<file path="config.mk">
export PLATFORM = sky130hd
export DESIGN_NAME = break_and_monitor_debug
export DESIGN_NICKNAME = d
export VERILOG_FILES = /design/src/hw/dbg_pkg.sv /design/src/hw/break_and_monitor_debug.sv /design/src/hw/dbg_buf2.sv
export SDC_FILE = /design/constraint.sdc
export NUM_CORES = 1
export LEC_CHECK = 0
export ABC_AREA = 1
export BUFFER_PORTS_ARGS = -buffer_cell sky130_fd_sc_hd__buf_4
export CAP_MARGIN = 0
export CORE_ASPECT_RATIO = 1.1
export CORE_MARGIN = 2
export CORE_UTILIZATION = 39
export DETAILED_ROUTE_END_ITERATION = 16
export SYNTH_ARGS = -nofsm -noshare
export SYNTH_HDL_FRONTEND = slang
export SYNTH_SLANG_ARGS = --single-unit
</file>
<file path="constraint.sdc">
create_clock -name mclk -period 5.9 [get_ports mclk]
set_input_delay 0.295 -clock mclk [delete_from_list [all_inputs] [get_ports mclk]]
set_output_delay 0.295 -clock mclk [all_outputs]
set_load 0.02 [all_outputs]
</file>
<file path="src/hw/dbg_pkg.sv">
package dbg_pkg;
	// Vector locations for break entry
	localparam logic [15:0] VEC_NORMAL  = 16'hfffc;
	localparam logic [15:0] VEC_MONITOR = 16'hfefc;
	// Opcodes
	localparam logic [7:0]  SOFT_INT_OPCODE = 8'h83;
	localparam logic [7:0]  CMD_READ        = 8'h4a;
	localparam logic [7:0]  CMD_WRITE       = 8'h49;
	localparam logic [7:0]  CMD_INDEXED_READ_CMD       = 8'h1a;
	localparam logic [7:0]  CMD_INDEXED_WRITE_CMD      = 8'h19;
	localparam logic [7:0]  CMD_SPREAD      = 8'h0c;
	// Serial timing
	localparam int          MCLK_HZ        = 100_000_000;
	localparam int          BAUD_HZ        = 9600;
	localparam int          BIT_CYCLES     = MCLK_HZ / BAUD_HZ;
	localparam logic [3:0]  EXEC_DELAY_BITS = 4'hb;
	localparam logic [3:0]  ECHO_DELAY_BITS = 4'h2;
	localparam logic [3:0]  FRAME_BITS      = 4'ha;
	// Reset values
	localparam logic [15:0] BREAK_ADDR_RST = 16'hffff;
	localparam logic [15:0] INDEX_RST      = 16'h0000;
endpackage

</file>
<file path="src/hw/break_and_monitor_debug.sv">
`timescale 1ns/1ps
// Overview of operation
// - Address bus equal to break address on an opcode fetch raises break request.
// - Break request substitutes soft interrupt opcode for fetched opcode.
// - Break vector FFFC normally, FEFC while monitor active.
// - Break only from program-counter match or software break-active write.
// - Return-from-interrupt inside break routine ends break.
// - During break, hold off watchdog and keep I/O registers reachable.
// - Monitor echoes every received byte except a break character on the serial pin.
// - Wait 11 bit times before executing; host break cancels.
// - Two bit times before each echo and each read data byte.
// - Read data is sent only after the final byte's echo.
// - Read command 4A, address high then low, returns memory byte.
// - Indexed reads and writes step through consecutive addresses.
module break_and_monitor_debug #(
	parameter int BIT_CYCLES = dbg_pkg::BIT_CYCLES
) (
	// Clock and reset
	input  wire logic        mclk,
	input  wire logic        rstn,
	// CPU bus observation
	input  wire logic [15:0] addr_bus,
	input  wire logic        opcode_fetch,
	input  wire logic [7:0]  fetched_opcode,
	input  wire logic        rti_exec,
	input  wire logic        monitor_active,
	// Break control from software
	input  wire logic [15:0] break_addr_wdata,
	input  wire logic        break_addr_we,
	input  wire logic        break_enable,
	input  wire logic        break_active_bit_set,
	// Break outputs toward CPU and system logic
	output logic             break_request,
	output logic [7:0]       instr_reg_data,
	output logic [15:0]      break_vector,
	output logic             break_in_progress,
	output logic             watchdog_hold,
	output logic             io_access_enable,
	// Monitor memory port
	output logic [15:0]      mem_addr,
	output logic [7:0]       mem_wdata,
	output logic             mem_we,
	output logic             mem_re,
	input  wire logic [7:0]  mem_rdata,
	input  wire logic [15:0] stack_pointer,
	// Monitor serial pin, output enable low while driving
	input  wire logic        monitor_serial_pin_i,
	output logic             monitor_serial_pin_o,
	output logic             monitor_serial_pin_oe_n,
	output logic             cmd_cancelled
);
	typedef enum logic [2:0] {M_OP, M_AH, M_AL, M_DATA, M_WAIT, M_EXEC} mon_state_t;
	// Counter width and compare points, sized so no compare mixes widths
	localparam int               CNT_W    = $clog2(BIT_CYCLES + 1);
	localparam logic [CNT_W-1:0] BIT_LAST = CNT_W'(BIT_CYCLES - 1);
	localparam logic [CNT_W-1:0] BIT_HALF = CNT_W'(BIT_CYCLES / 2);

	logic [15:0] break_addr_ff;
	logic        in_break_ff;
	logic        pend_ff;
	logic [$clog2(BIT_CYCLES+1)-1:0] bit_cnt_ff;
	logic        bit_tick;
	// Receiver
	logic [3:0]  rx_bit_ff;
	logic [9:0]  rx_sh_ff;
	logic        rx_busy_ff;
	logic [$clog2(BIT_CYCLES+1)-1:0] rx_cnt_ff;
	logic        rx_done;
	logic [7:0]  rx_byte;
	logic        rx_break;
	// Command engine
	mon_state_t  st_ff;
	logic [7:0]  op_ff;
	logic [15:0] idx_ff;
	logic [7:0]  wd_ff;
	logic [3:0]  wait_ff;
	logic        rd_ff;
	// Transmit path
	logic        q_valid;
	logic        q_ready;
	logic [7:0]  q_data;
	logic        tx_valid;
	logic        tx_ready;
	logic [7:0]  tx_data;
	logic [9:0]  tx_sh_ff;
	logic [3:0]  tx_bit_ff;
	logic [3:0]  tx_gap_ff;
	logic        tx_busy_ff;

	// Break address register, loaded by software
	always_ff @(posedge mclk or negedge rstn) begin
		if (!rstn)
			break_addr_ff <= dbg_pkg::BREAK_ADDR_RST;
		else if (break_addr_we)
			break_addr_ff <= break_addr_wdata;
	end

	// Match only on opcode fetches so data accesses cannot trigger
	assign break_request = (break_enable && opcode_fetch && addr_bus == break_addr_ff)
		|| break_active_bit_set || pend_ff;

	// Break state: set wins over end of break
	always_ff @(posedge mclk or negedge rstn) begin
		if (!rstn) begin
			in_break_ff <= 1'b0;
			pend_ff     <= 1'b0;
		end else begin
			if (break_active_bit_set && !opcode_fetch)
				pend_ff <= 1'b1; // Held until the next fetch takes it
			else if (opcode_fetch)
				pend_ff <= 1'b0;
			if (break_request && opcode_fetch)
				in_break_ff <= 1'b1;
			else if (rti_exec)
				in_break_ff <= 1'b0;
		end
	end

	assign instr_reg_data   = (break_request && opcode_fetch) ? dbg_pkg::SOFT_INT_OPCODE : fetched_opcode;
	assign break_vector     = monitor_active ? dbg_pkg::VEC_MONITOR : dbg_pkg::VEC_NORMAL;
	assign break_in_progress = in_break_ff;
	assign watchdog_hold    = in_break_ff;
	assign io_access_enable = 1'b1;

	// Bit-time divider; enable pulse once per bit
	always_ff @(posedge mclk or negedge rstn) begin
		if (!rstn)
			bit_cnt_ff <= '0;
		else if (bit_tick)
			bit_cnt_ff <= '0;
		else
			bit_cnt_ff <= bit_cnt_ff + 1'b1;
	end
	assign bit_tick = (bit_cnt_ff == BIT_LAST);

	// Receiver samples mid-bit; ignores the line while we transmit
	always_ff @(posedge mclk or negedge rstn) begin
		if (!rstn) begin
			rx_busy_ff <= 1'b0;
			rx_bit_ff  <= 4'h0;
			rx_sh_ff   <= '0;
			rx_cnt_ff  <= '0;
		end else if (!rx_busy_ff) begin
			if (!monitor_serial_pin_i && !tx_busy_ff) begin
				rx_busy_ff <= 1'b1;
				rx_cnt_ff  <= '0;
				rx_bit_ff  <= 4'h0;
			end
		end else if (rx_cnt_ff == BIT_HALF) begin
			rx_sh_ff  <= {monitor_serial_pin_i, rx_sh_ff[9:1]};
			rx_bit_ff <= rx_bit_ff + 4'h1;
			rx_cnt_ff <= rx_cnt_ff + 1'b1;
			if (rx_bit_ff == dbg_pkg::FRAME_BITS - 4'h1 || (rx_bit_ff == 4'h0 && monitor_serial_pin_i))
				rx_busy_ff <= 1'b0; // Also drops a false start, such as the tail of a break
		end else if (rx_cnt_ff == BIT_LAST)
			rx_cnt_ff <= '0;
		else
			rx_cnt_ff <= rx_cnt_ff + 1'b1;
	end
	assign rx_done  = rx_busy_ff && rx_cnt_ff == BIT_HALF && rx_bit_ff == dbg_pkg::FRAME_BITS - 4'h1;
	assign rx_byte  = rx_sh_ff[9:2];
	// Break character: all zero including the stop bit
	assign rx_break = rx_done && !monitor_serial_pin_i && rx_sh_ff[9:2] == 8'h00;

	// Command engine
	always_ff @(posedge mclk or negedge rstn) begin
		if (!rstn) begin
			st_ff         <= M_OP;
			op_ff         <= 8'h00;
			idx_ff        <= dbg_pkg::INDEX_RST;
			wd_ff         <= 8'h00;
			wait_ff       <= 4'h0;
			rd_ff         <= 1'b0;
			cmd_cancelled <= 1'b0;
			mem_we        <= 1'b0;
			mem_re        <= 1'b0;
		end else begin
			cmd_cancelled <= 1'b0;
			mem_we        <= 1'b0;
			mem_re        <= 1'b0;
			rd_ff         <= mem_re || (rd_ff && !q_ready); // Hold read data until the buffer takes it
			case (st_ff)
				M_OP: if (rx_done && !rx_break) begin
					op_ff <= rx_byte;
					if (rx_byte == dbg_pkg::CMD_READ || rx_byte == dbg_pkg::CMD_WRITE)
						st_ff <= M_AH;
					else if (rx_byte == dbg_pkg::CMD_INDEXED_WRITE_CMD)
						st_ff <= M_DATA;
					else if (rx_byte == dbg_pkg::CMD_INDEXED_READ_CMD || rx_byte == dbg_pkg::CMD_SPREAD) begin
						st_ff   <= M_WAIT;
						wait_ff <= dbg_pkg::EXEC_DELAY_BITS;
					end
				end
				M_AH: if (rx_done) begin
					idx_ff[15:8] <= rx_byte;
					st_ff        <= M_AL;
				end
				M_AL: if (rx_done) begin
					idx_ff[7:0] <= rx_byte;
					if (op_ff == dbg_pkg::CMD_WRITE)
						st_ff <= M_DATA;
					else begin
						st_ff   <= M_WAIT;
						wait_ff <= dbg_pkg::EXEC_DELAY_BITS;
					end
				end
				M_DATA: if (rx_done) begin
					wd_ff   <= rx_byte;
					st_ff   <= M_WAIT;
					wait_ff <= dbg_pkg::EXEC_DELAY_BITS;
				end
				M_WAIT: begin
					if (rx_break) begin
						st_ff         <= M_OP;
						cmd_cancelled <= 1'b1;
					end else if (rx_busy_ff || tx_busy_ff || q_valid)
						wait_ff <= dbg_pkg::EXEC_DELAY_BITS; // Count from the last echo's end
					else if (bit_tick) begin
						if (wait_ff == 4'h1)
							st_ff <= M_EXEC;
						wait_ff <= wait_ff - 4'h1;
					end
				end
				M_EXEC: begin
					st_ff <= M_OP;
					if (op_ff == dbg_pkg::CMD_WRITE || op_ff == dbg_pkg::CMD_INDEXED_WRITE_CMD)
						mem_we <= 1'b1;
					else if (op_ff != dbg_pkg::CMD_SPREAD)
						mem_re <= 1'b1;
				end
				default: st_ff <= M_OP;
			endcase
			// Index steps only after the access has used it, so the strobe sees the old address
			if ((mem_we && op_ff == dbg_pkg::CMD_INDEXED_WRITE_CMD) || (rd_ff && q_ready && op_ff == dbg_pkg::CMD_INDEXED_READ_CMD))
				idx_ff <= idx_ff + 16'h0001;
		end
	end

	// Memory address and write data from flip-flops
	assign mem_addr  = idx_ff;
	assign mem_wdata = wd_ff;

	// Echo each byte except a break character, then the read data; buffer absorbs transmitter stalls
	assign q_valid = (rx_done && !rx_break) || rd_ff
		|| (st_ff == M_EXEC && op_ff == dbg_pkg::CMD_SPREAD);
	assign q_data  = rx_done ? rx_byte : (rd_ff ? mem_rdata : stack_pointer[7:0]);

	dbg_buf2 #(.WIDTH(8)) dbg_buf2_i (
		.mclk      (mclk),
		.rstn      (rstn),
		.in_valid  (q_valid),
		.in_ready  (q_ready),
		.in_data   (q_data),
		.out_valid (tx_valid),
		.out_ready (tx_ready),
		.out_data  (tx_data)
	);

	// Transmitter waits two bit times before each byte, as turnaround
	assign tx_ready = !tx_busy_ff && tx_gap_ff == dbg_pkg::ECHO_DELAY_BITS && bit_tick;
	always_ff @(posedge mclk or negedge rstn) begin
		if (!rstn) begin
			tx_busy_ff <= 1'b0;
			tx_sh_ff   <= 10'h3ff;
			tx_bit_ff  <= 4'h0;
			tx_gap_ff  <= 4'h0;
		end else if (tx_ready && tx_valid) begin
			tx_busy_ff <= 1'b1;
			tx_sh_ff   <= {1'b1, tx_data, 1'b0};
			tx_bit_ff  <= 4'h0;
			tx_gap_ff  <= 4'h0;
		end else if (bit_tick) begin
			if (tx_busy_ff) begin
				tx_sh_ff  <= {1'b1, tx_sh_ff[9:1]};
				tx_bit_ff <= tx_bit_ff + 4'h1;
				if (tx_bit_ff == dbg_pkg::FRAME_BITS - 4'h1)
					tx_busy_ff <= 1'b0;
			end else if (!tx_valid)
				tx_gap_ff <= 4'h0;
			else if (tx_gap_ff != dbg_pkg::ECHO_DELAY_BITS)
				tx_gap_ff <= tx_gap_ff + 4'h1;
		end
	end
	assign monitor_serial_pin_o    = tx_sh_ff[0];
	assign monitor_serial_pin_oe_n = !tx_busy_ff;
endmodule // break_and_monitor_debug

</file>
<file path="src/hw/dbg_buf2.sv">
`timescale 1ns/1ps
// Two-entry skid buffer so a stalled transmitter loses no byte
module dbg_buf2 #(
	parameter int WIDTH = 8
) (
	// Clock and reset
	input  wire logic             mclk,
	input  wire logic             rstn,
	// Fill side
	input  wire logic             in_valid,
	output logic                  in_ready,
	input  wire logic [WIDTH-1:0] in_data,
	// Drain side
	output logic                  out_valid,
	input  wire logic             out_ready,
	output logic [WIDTH-1:0]      out_data
);
	logic [WIDTH-1:0] mem_ff [2];
	logic             rd_ff;
	logic             wr_ff;
	logic [1:0]       cnt_ff;
	logic             push;
	logic             pop;

	// Handshake terms are combinational from the count
	assign in_ready  = (cnt_ff != 2'h2);
	assign out_valid = (cnt_ff != 2'h0);
	assign out_data  = mem_ff[rd_ff];
	assign push      = in_valid && in_ready;
	assign pop       = out_valid && out_ready;

	// Storage and pointers
	always_ff @(posedge mclk or negedge rstn) begin
		if (!rstn) begin
			mem_ff[0] <= '0;
			mem_ff[1] <= '0;
			rd_ff     <= 1'b0;
			wr_ff     <= 1'b0;
			cnt_ff    <= 2'h0;
		end else begin
			if (push) begin
				mem_ff[wr_ff] <= in_data;
				wr_ff         <= ~wr_ff;
			end
			if (pop)
				rd_ff <= ~rd_ff;
			if (push && !pop)
				cnt_ff <= cnt_ff + 2'h1;
			else if (pop && !push)
				cnt_ff <= cnt_ff - 2'h1;
		end
	end
endmodule // dbg_buf2

</file>
==> impl_metrics.csv, run 1 <==
group,metric,value,unit
status,outcome,"completed",
cells_and_area,nets,1167,
place,place.gp.congestion,0.843,
clocking,clk_path_buf_depth,2,
routing,dr_wl_met3,727,um
timing,period_share,43.5,%
global_route,grt_pass1_wl,30.3,mm
timing,clock_skew,0.00549,ns
yosys,synth_area_per_cell,7.99,sq um
routing,wl,17.8,mm
floorplanning,initial_core_util,39.5,%
cells_and_area,diodes,0,
yosys,synth_edf_count,0,
routing,routedWlPerCell,13.2,um
timing,maxSlewViolCount,0,
worst_setup_path,timing.rr.start,"bit_cnt_ff[0]$_DFF_PN0_",
hold_path,min_from,"rti_exec",
global_route,grt_pass1_vias,6225,
yosys,ys.warnings.count,0,
worst_setup_path,r2r-end,"dbg_buf2_i.cnt_ff[1]$_DFFE_PN0P_",
cells_and_area,seqCellArea,3530,sq um
yosys,yosysTopAreaCell,"dfrtp_1",
timing,layout_min_cycle_time,2.57,ns
worst_setup_path,critPathMaxStageDelay,0.36,ns
hold_path,min_to,"break_in_progress$_DFFE_PN0P_",
floorplanning,num_rows,54,
floorplanning,die_area,21100,sq um
power_and_ir_drop,pwr-share-seq,41.8,%
routing,wirelength_met1,8.57,mm
clocking,numCtsBuffers,17,
worst_setup_path,cp-end-kind,"flip-flop",
hold_path,holdPathStages,2,
yosys,synth_cell_type_count,53,
worst_setup_path,cp_data_required_time,6.20,ns
yosys,synth_cells,975,
run,cap_violations,0,
routing,via_per_inst,4.82,
yosys,synth_common_cells,"nand2_1 (270), dfrtp_1 (115), inv_1 (115)",
floorplanning,die_w,139,um
power_and_ir_drop,peakVddDrop,0.000207,V
cells_and_area,utilization,47.7,%
cells_and_area,area_delta_synth_final,20.8,%
power_and_ir_drop,switching_share,20.3,%
place,place_area,8720,sq um
worst_setup_path,crit_path_max_fanout,16,
clocking,cts-root-buf,"clkbuf_16",
cells_and_area,multi_input_area,3610,sq um
global_route,overflow,0,
cells_and_area,fillers,1951,
power_and_ir_drop,leakage,0.00459,uW
timing,rsz0062_at_grt,"false",
yosys,synthDominantCellAreaShare,36.9,%
yosys,syn_area,7790,sq um
routing,top_layer,"met4",
floorplanning,dieHeight,152,um
worst_setup_path,r2r_setup_slack,3.33,ns
yosys,yosysMostFrequentCell,"nand2_1",
clocking,post_cts_resized,0,
timing,fmax,0.389,GHz
floorplanning,core_area,19700,sq um
yosys,ys_seq_area_share,45.4,%
floorplanning,pin_count,130,
clocking,clock_latency,0.42,ns
clocking,clock-sinks,140,
clocking,clkTransAtPathRegs,0.06,ns
power_and_ir_drop,p_per_area,250,nW/um^2
cells_and_area,finalInstanceArea,9420,sq um
worst_setup_path,slowest_stage,"dfrtp_1",
routing,drt_pre_antenna_iters,5,
power_and_ir_drop,clkPwrFrac,53.0,%
cells_and_area,layout-drive-gt1-share,19.4,%
clocking,cts_tree,"built",
hold_path,hold_class,"input port to flip-flop",
worst_setup_path,path_cells,"ha_1 > nand3_1 > inv_1 > nand2_1 > nor2_4 > nand2_4 > nor2_4 > inv_1 > ha_1 > a21oi_1 > o21ai_0 > xor2_1",
power_and_ir_drop,totalPowerFinal,2360,uW
worst_setup_path,worst_setup_path_start_kind,"flip-flop",
power_and_ir_drop,comb_power_share,5.2,%
timing,setup_viol,0,
power_and_ir_drop,cellInternalPower,1880,uW
global_route,grt_usage,17.4,%
routing,drtAntennaViolNets,0,
place,dp_hpwl,12.9,mm
power_and_ir_drop,power_switching,478,uW
yosys,synth_seq_cells,140,
timing,tns,0,ns
worst_setup_path,reg2reg_depth,12,
routing,met2_length,8.25,mm
yosys,synth_area_leaders,"dfrtp_1 (37%), nand2_1 (13%), dfstp_2 (8.4%)",
global_route,grt_max_degree,73,
routing,drc_errors,0,
worst_setup_path,arrival,2.87,ns
global_route,antenna_found_initial,0,
yosys,synth-main-ff-cell,"dfrtp_1",
timing,slew_headroom,41.9,%
yosys,ys_async_sr_fraction,100,%
worst_setup_path,crit_type,"flip-flop to flip-flop",
timing,tightest_slew,0.872,ns
routing,vias,6480,
clocking,htree_levels,4,
routing,first_iter_violations,428,
timing,hold_viol,0,
place,port_buffers,105,
==> critical path, delay by kind of cell, from the launching register on <==
kind                     cells  cell delay, ns
AND/OR/NAND/NOR              5            0.90
adder cells (fa/ha/maj)      2            0.53
flip-flops                   1            0.36
buffers and inverters        2            0.26
AO/OA/AOI/OAI                2            0.22
XOR/XNOR                     1            0.15
==> how the worst max path moves through the flow <==
| stage | from | end | slack (ns) | cells after the start |
|---|---|---|---|---|
| floorplan | bit_cnt_ff[0]$_DFF_PN0_ | dbg_buf2_i.cnt_ff[1]$_DFFE_PN0P_ | 3.78 | 12 |
| global placement | bit_cnt_ff[0]$_DFF_PN0_ | dbg_buf2_i.cnt_ff[1]$_DFFE_PN0P_ | 3.32 | 12 |
| detailed placement | bit_cnt_ff[0]$_DFF_PN0_ | dbg_buf2_i.cnt_ff[1]$_DFFE_PN0P_ | 3.33 | 12 |
| CTS | bit_cnt_ff[0]$_DFF_PN0_ | dbg_buf2_i.cnt_ff[1]$_DFFE_PN0P_ | 3.31 | 12 |
| global route | bit_cnt_ff[0]$_DFF_PN0_ | dbg_buf2_i.cnt_ff[1]$_DFFE_PN0P_ | 3.06 | 12 |
| finish | bit_cnt_ff[0]$_DFF_PN0_ | dbg_buf2_i.cnt_ff[1]$_DFFE_PN0P_ | 3.33 | 12 |
==> power by group through the flow <==
stage	logic (uW)	registers (uW)	clock network (uW)
final	123	985	1250
after global routing	138	986	1320
after CTS	126	985	1270
after detailed placement	125	1000	0
after global placement	125	1000	0
after floorplan	61.4	1000	0
==> stage by stage <==
stage | instances | setup slack [ns] | hold slack [ns]
final | 1345 | 3.33 | 0.0752
after global routing | 1345 | 3.06 | 0.0625
after CTS | 1345 | 3.31 | 0.0610
after detailed placement | 1312 | 3.33 | 0.375
after global placement | 1312 | 3.32 | 0.368
after floorplan | 989 | 3.78 | -0.000591
==> cells in the final DEF (no fill, tap or decap), drive strengths merged, types with 12 or more instances in the layout <==
| cell type | synthesis | layout |
|---|---|---|
| dfrtp | 115 | 115 |
| nor2 | 102 | 102 |
| nand2 | 279 | 279 |
| o211ai | 21 | 21 |
| conb | 2 | 16 |
| nand4 | 17 | 17 |
| buf | 28 | 106 |
| ha | 14 | 14 |
| xnor2 | 12 | 12 |
| inv | 120 | 120 |
| nand3 | 44 | 44 |
| dfstp | 25 | 25 |
| o21ai | 86 | 86 |
| a21oi | 18 | 18 |
| xor2 | 19 | 19 |
| clkbuf | 7 | 20 |
| nor3 | 15 | 15 |
==> routing by layer <==
layer	vias to the layer above	global-route usage (%)
met2	126	28.1
met3	19	3.30
met4	0	5.77
li1	3338	-
met1	2997	23.7
met5	-	0
==> cell type report <==
type,instances,area share [%]
timing repair buffer,107,8.60
sequential,140,37.5
tap,252,3.35
multi-input combinational,693,38.4
inverter,121,4.82
clock buffer,20,4.74
clock inverter,12,2.56
==> logic make-up after synthesis <==
group | after synthesis | synth area share (%)
multiplexers | 9 | 1.27
XOR/XNOR | 31 | 3.48
buffers and inverters | 156 | 8.96
flip-flops | 140 | 45.4
adder cells (fa/ha/maj) | 14 | 2.25
AND/OR/NAND/NOR | 470 | 26.7
AO/OA/AOI/OAI | 153 | 11.9
other | 2 | 0.0964
==> what timing repair did <==
action / 4_1_cts / 5_1_grt
hold endpoints to repair: 62 / 0
setup buffers: 0 / 0
hold buffers: 1 / 0
==> sequential cells by signal, summed over array words and instances, names as in the netlist, 8 cells and up <==
signal / flops
dbg_buf2_i.mem_ff: 16
mem_wdata: 8
mem_addr: 16
rx_cnt_ff: 14
break_addr_ff: 16
tx_sh_ff: 9
rx_sh_ff: 8
bit_cnt_ff: 14
op_ff: 8
Note: power is estimated with default switching activity, not from simulation.
==> run 2, diff against run 1 <==
Clock period 5.9 ns to 2.1 ns, I/O delays scaled along.
==> impl_metrics.csv, run 2 (synthesis gave the netlist of run 1 again) <==
group,metric,value,unit
clocking,numCtsBuffers,17,
routing,vias,6710,
global_route,antenna_found_initial,0,
power_and_ir_drop,peakVddDrop,0.000581,V
floorplanning,num_rows,54,
routing,drc_errors,0,
worst_setup_path,worst_setup_path_start_kind,"flip-flop",
floorplanning,dieHeight,152,um
cells_and_area,multi_input_area,3730,sq um
cells_and_area,nets,1227,
cells_and_area,layout_common_cells,"nand2_1 (263), buf_4 (134), dfrtp_1 (115)",
timing,setup_viol,0,
timing,period_share,96.0,%
timing,rsz0062_at_grt,"true",
timing,layout_min_cycle_time,2.02,ns
clocking,htree_levels,4,
routing,first_iter_violations,335,
routing,via_per_inst,4.78,
place,port_buffers,105,
clocking,cts_tree,"built",
floorplanning,core_area,19700,sq um
place,place.gp.congestion,0.828,
place,place_ws,0.0582,ns
hold_path,hold_class,"input port to flip-flop",
timing,hold_viol,0,
worst_setup_path,cp-end-kind,"output pin",
cells_and_area,layout_commonest_cell,"nand2_1",
global_route,overflow,0,
clocking,cts-root-buf,"clkbuf_16",
place,dp_hpwl,13.6,mm
clocking,clock-sinks,140,
global_route,grt_max_degree,65,
routing,routedWlPerCell,13.1,um
power_and_ir_drop,leakage,0.00488,uW
clocking,clk_path_buf_depth,2,
cells_and_area,fillers,1864,
routing,drtAntennaViolNets,0,
status,outcome,"completed",
place,place_inst,1350,
global_route,grt_usage,18.1,%
cells_and_area,area_delta_synth_final,29.2,%
worst_setup_path,crit_type,"flip-flop to output pin",
timing,clock_skew,0.00969,ns
routing,wl,18.4,mm
global_route,grt_pass1_vias,6540,
timing,maxSlewViolCount,0,
routing,drt_pre_antenna_iters,5,
cells_and_area,final_cells,1405,
timing,setup_ws,0.0836,ns
worst_setup_path,cp_data_required_time,2.00,ns
floorplanning,initial_core_util,39.5,%
power_and_ir_drop,p_per_area,650,nW/um^2
run,cap_violations,0,
floorplanning,die_w,139,um
worst_setup_path,crit_path_max_fanout,7,
global_route,grt_pass1_wl,31.7,mm
clocking,clock_latency,0.42,ns
floorplanning,pin_count,130,
timing,slew_headroom,52.2,%
timing,tightest_slew,0.711,ns
clocking,clkTransAtPathRegs,0.06,ns
cells_and_area,diodes,0,
timing,fmax,0.496,GHz
worst_setup_path,arrival,1.91,ns
power_and_ir_drop,totalPowerFinal,6540,uW
cells_and_area,layout-drive-gt1-share,24.3,%
cells_and_area,seqCellArea,3530,sq um
floorplanning,die_area,21100,sq um
[run 2: path summary, 6_finish.rpt]
kind | slack [ns] | to | depth (start not counted) | from
setup / recovery | 0.08 | instr_reg_data[1] | 11 | break_addr_ff[1]$_DFFE_PN1P_
hold / removal | 0.02 | rx_sh_ff[9]$_DFFE_PN0P_ | 3 | monitor_serial_pin_i
setup reg to reg | 0.15 | dbg_buf2_i.cnt_ff[1]$_DFFE_PN0P_ | 14 | rx_cnt_ff[1]$_DFFE_PN0P_
hold reg to reg | 0.46 | bit_cnt_ff[0]$_DFF_PN0_ | 1 | bit_cnt_ff[0]$_DFF_PN0_
max in group asynchronous | 1.26 | tx_sh_ff[1]$_DFFE_PN1P_ | 3 | rstn
min in group asynchronous | 0.15 | mem_addr[12]$_DFFE_PN0P_ | 2 | rstn
[run 2: routing by layer]
| metal | part of all wire [%] | up-vias | wire length (um) | GRT usage (%) |
|---|---|---|---|---|
| met5 | 0 | - | 0 | 0 |
| met4 | 1.0 | 0 | 188 | 4.76 |
| met3 | 3.7 | 17 | 689 | 4.05 |
| met2 | 47 | 133 | 8710 | 29.3 |
| met1 | 48 | 3099 | 8840 | 24.6 |
| li1 | - | 3461 | - | - |
[run 2: where the power goes]
| group | switching (uW) | leakage [uW] | internal [uW] |
|---|---|---|---|
| Combinational | 214 | 0.00281 | 194 |
| Clock | 1240 | 0.000317 | 2130 |
| Sequential | 13.8 | 0.00175 | 2750 |
| Total | 1460 | 0.00488 | 5080 |
[run 2: worst max-delay path, cell delays in order (launching register included)]
cell     delay [ns]
dfstp_2        0.51
inv_1          0.05
nand2_1        0.05
o21ai_0        0.07
nor2_1         0.09
nand3_1        0.11
nor2_2         0.15
nand2_2        0.08
nand2_4        0.12
nand2_4        0.08
nand2_2        0.06
buf_6          0.11
[run 2: final cells by class]
| cell class | count | share of cell area (%) |
|---|---|---|
| inverters | 121 | 4.51 |
| clock inverters | 15 | 2.32 |
| flip-flops and latches | 140 | 35.1 |
| multi-input cells | 694 | 37.0 |
| repair buffers | 166 | 13.7 |
| well taps | 252 | 3.13 |
| clock buffers | 17 | 4.23 |
[run 2: stage by stage]
step | area [sq um] | utilization (%) | hold WS [ns] | setup TNS [ns]
after CTS | 9930 | 50.4 | 0.0207 | 0
after global placement | 9050 | 45.9 | 0.0240 | 0
after floorplan | 7850 | - | -0.191 | 0
final | 10100 | 51.0 | 0.0214 | 0
after detailed placement | 9050 | 45.9 | 0.0275 | 0
after global routing | 10100 | 51.0 | 0.0395 | -0.409
[run 2: what timing repair did]
item                                   CTS  global route
cloned                                   0             1
setup buffers                            1             1
endpoints found under the hold margin  133             0
hold buffers                            21             0
pin swaps                                0            10
setup endpoints to repair                8            32
resized for setup                        2            40
==> run 3, diff against run 2 <==
Clock period 2.1 ns to 1.9 ns, I/O delays scaled along.
==> impl_metrics.csv, run 3 (synthesis gave the netlist of run 1 again) <==
group,metric,value,unit
floorplanning,die_area,21100,sq um
clocking,clock_latency,0.42,ns
timing,rsz0062_at_grt,"true",
floorplanning,die_w,139,um
worst_setup_path,cp_data_required_time,1.80,ns
worst_setup_path,crit_buf_inv,2,
clocking,htree_levels,4,
worst_setup_path,worst_setup_path_start_kind,"flip-flop",
cells_and_area,finalInstanceArea,10500,sq um
timing,maxSlewViolCount,0,
clocking,cts-root-buf,"clkbuf_16",
place,place.gp.congestion,0.827,
worst_setup_path,crit_family,"simple AND/OR/NAND/NOR gates",
floorplanning,num_rows,54,
timing,tightest_slew,0.540,ns
clocking,clkTransAtPathRegs,0.06,ns
routing,drc_errors,0,
cells_and_area,seqCellArea,3530,sq um
timing,layout_min_cycle_time,2.01,ns
floorplanning,initial_core_util,39.5,%
global_route,grt_usage,18.6,%
place,place_area,9340,sq um
global_route,grt_max_degree,44,
cells_and_area,fillers,1842,
cells_and_area,layout_commonest_cell,"nand2_1",
status,outcome,"finished with violations",
routing,wl,19.8,mm
worst_setup_path,arrival,1.92,ns
global_route,grt_pass1_vias,6552,
worst_setup_path,slowest_stage,"dfstp_2",
timing,setup_viol,14,
global_route,grt_pass1_wl,32.2,mm
clocking,clk_path_buf_depth,2,
timing,slew_headroom,64.0,%
timing,period_share,106,%
cells_and_area,layout_common_cells,"nand2_1 (251), buf_4 (171), dfrtp_1 (115)",
worst_setup_path,crit_path_max_fanout,7,
place,port_buffers,105,
worst_setup_path,crit_type,"flip-flop to output pin",
timing,fmax,0.497,GHz
global_route,antenna_found_initial,0,
place,dp_hpwl,14.2,mm
power_and_ir_drop,p_per_area,635,nW/um^2
hold_path,hold_class,"input port to flip-flop",
routing,routedWlPerCell,13.6,um
run,cap_violations,0,
cells_and_area,layout-drive-gt1-share,29.6,%
cells_and_area,nets,1276,
routing,drt_pre_antenna_iters,5,
routing,drtAntennaViolNets,0,
routing,first_iter_violations,437,
floorplanning,pin_count,130,
floorplanning,core_area,19700,sq um
cells_and_area,diodes,0,
power_and_ir_drop,totalPowerFinal,6660,uW
status,violations,"negative setup slack",
power_and_ir_drop,peakVddDrop,0.000631,V
worst_setup_path,path_cells,"inv_2 > nand2_2 > o21ai_2 > nor2_1 > nand3_1 > nor2_1 > nand2_1 > nand2_4 > nand2_4 > nand2_2 > buf_6",
worst_setup_path,cp-end-kind,"output pin",
global_route,overflow,0,
timing,setup_ws,-0.112,ns
worst_setup_path,critPathMaxStageDelay,0.53,ns
clocking,clock-sinks,140,
floorplanning,dieHeight,152,um
cells_and_area,multi_input_area,3860,sq um
timing,clock_skew,0.0115,ns
routing,vias,6991,
clocking,numCtsBuffers,17,
routing,via_per_inst,4.81,
timing,hold_viol,0,
power_and_ir_drop,leakage,0.00508,uW
clocking,cts_tree,"built",
cells_and_area,area_delta_synth_final,34.4,%
cells_and_area,utilization,53.1,%
place,place_ws,-0.0415,ns
==> run 3: changes by cell type in the layout (fill, tap and decap cells not counted), sizes merged <==
cell	before	now
inv	126	120
buf	146	191
clkbuf	17	21
bufinv	5	1
nor2	103	104
nand3	44	46
clkinv	3	7
clkinvlp	2	4
dlygate4sd3	20	21
==> run 3: what timing repair did <==
action                                  in CTS  in global routing
hold buffers                                21                  0
pin swaps                                    5                 34
endpoints found under the setup margin      17                 78
cloned                                       0                  4
setup buffers                                3                  8
hold endpoints to repair                    58                  0
resized for setup                           15                 70
==> run 3: path summary, 6_finish.rpt <==
path,from,to,slack [ns],cells past startpoint
setup / recovery,break_addr_ff[15]$_DFFE_PN1P_,instr_reg_data[1],-0.11,11
min in group asynchronous,rstn,mem_addr[10]$_DFFE_PN0P_,0.17,2
hold reg to reg,tx_sh_ff[3]$_DFFE_PN1P_,tx_sh_ff[3]$_DFFE_PN1P_,0.47,2
hold / removal,break_addr_we,break_addr_ff[11]$_DFFE_PN1P_,0.04,3
max in group asynchronous,rstn,tx_sh_ff[7]$_DFFE_PN1P_,1.08,3
setup reg to reg,rx_cnt_ff[0]$_DFFE_PN0P_,dbg_buf2_i.cnt_ff[1]$_DFFE_PN0P_,-0.04,14
==> run 3: worst register-to-register path, stage by stage (launching register included) <==
cell     delay, ns
dfrtp_1       0.38
inv_2         0.08
ha_4          0.14
nand2_1       0.05
nor2_1        0.09
nand2_1       0.07
nor2_2        0.12
nand4_2       0.14
nand2_2       0.11
nand2_4       0.06
inv_4         0.06
ha_4          0.20
a21oi_2       0.11
o21ai_2       0.07
xor2_1        0.14
==> run 3: layer usage <==
| metal | vias up | wire [um] | track usage [%] |
|---|---|---|---|
| met5 | - | 0 | 0 |
| met4 | 0 | 216 | 5.44 |
| met3 | 16 | 836 | 3.55 |
| met2 | 147 | 9230 | 29.4 |
| met1 | 3265 | 9470 | 26.1 |
| li1 | 3563 | - | - |
==> run 3: metrics by stage <==
stage,hold slack (ns),cells,TNS [ns]
6_report,0.0385,1454,-0.887
4_1_cts,0.0229,1442,-0.992
5_1_grt,0.0513,1454,-4.20
3_3_place_gp,0.0603,1386,-0.0183
2_1_floorplan,-0.201,989,-0.0275
3_5_place_dp,0.0629,1386,-0.0415
==> run 3: layout make-up <==
| class | instances | area share, % |
|---|---|---|
| multi-input combinational | 697 | 36.8 |
| sequential | 140 | 33.7 |
| timing repair buffer | 212 | 16.7 |
| inverter | 121 | 4.42 |
| clock buffer | 21 | 4.40 |
| tap | 252 | 3.01 |
| clock inverter | 11 | 0.908 |
==> run 3: power by group <==
group / internal, uW / switching [uW] / leakage (uW) / total [uW]
clock network: 1860 / 1280 / 0.000269 / 3140
logic: 219 / 239 / 0.00306 / 458
registers: 3040 / 16.9 / 0.00175 / 3060
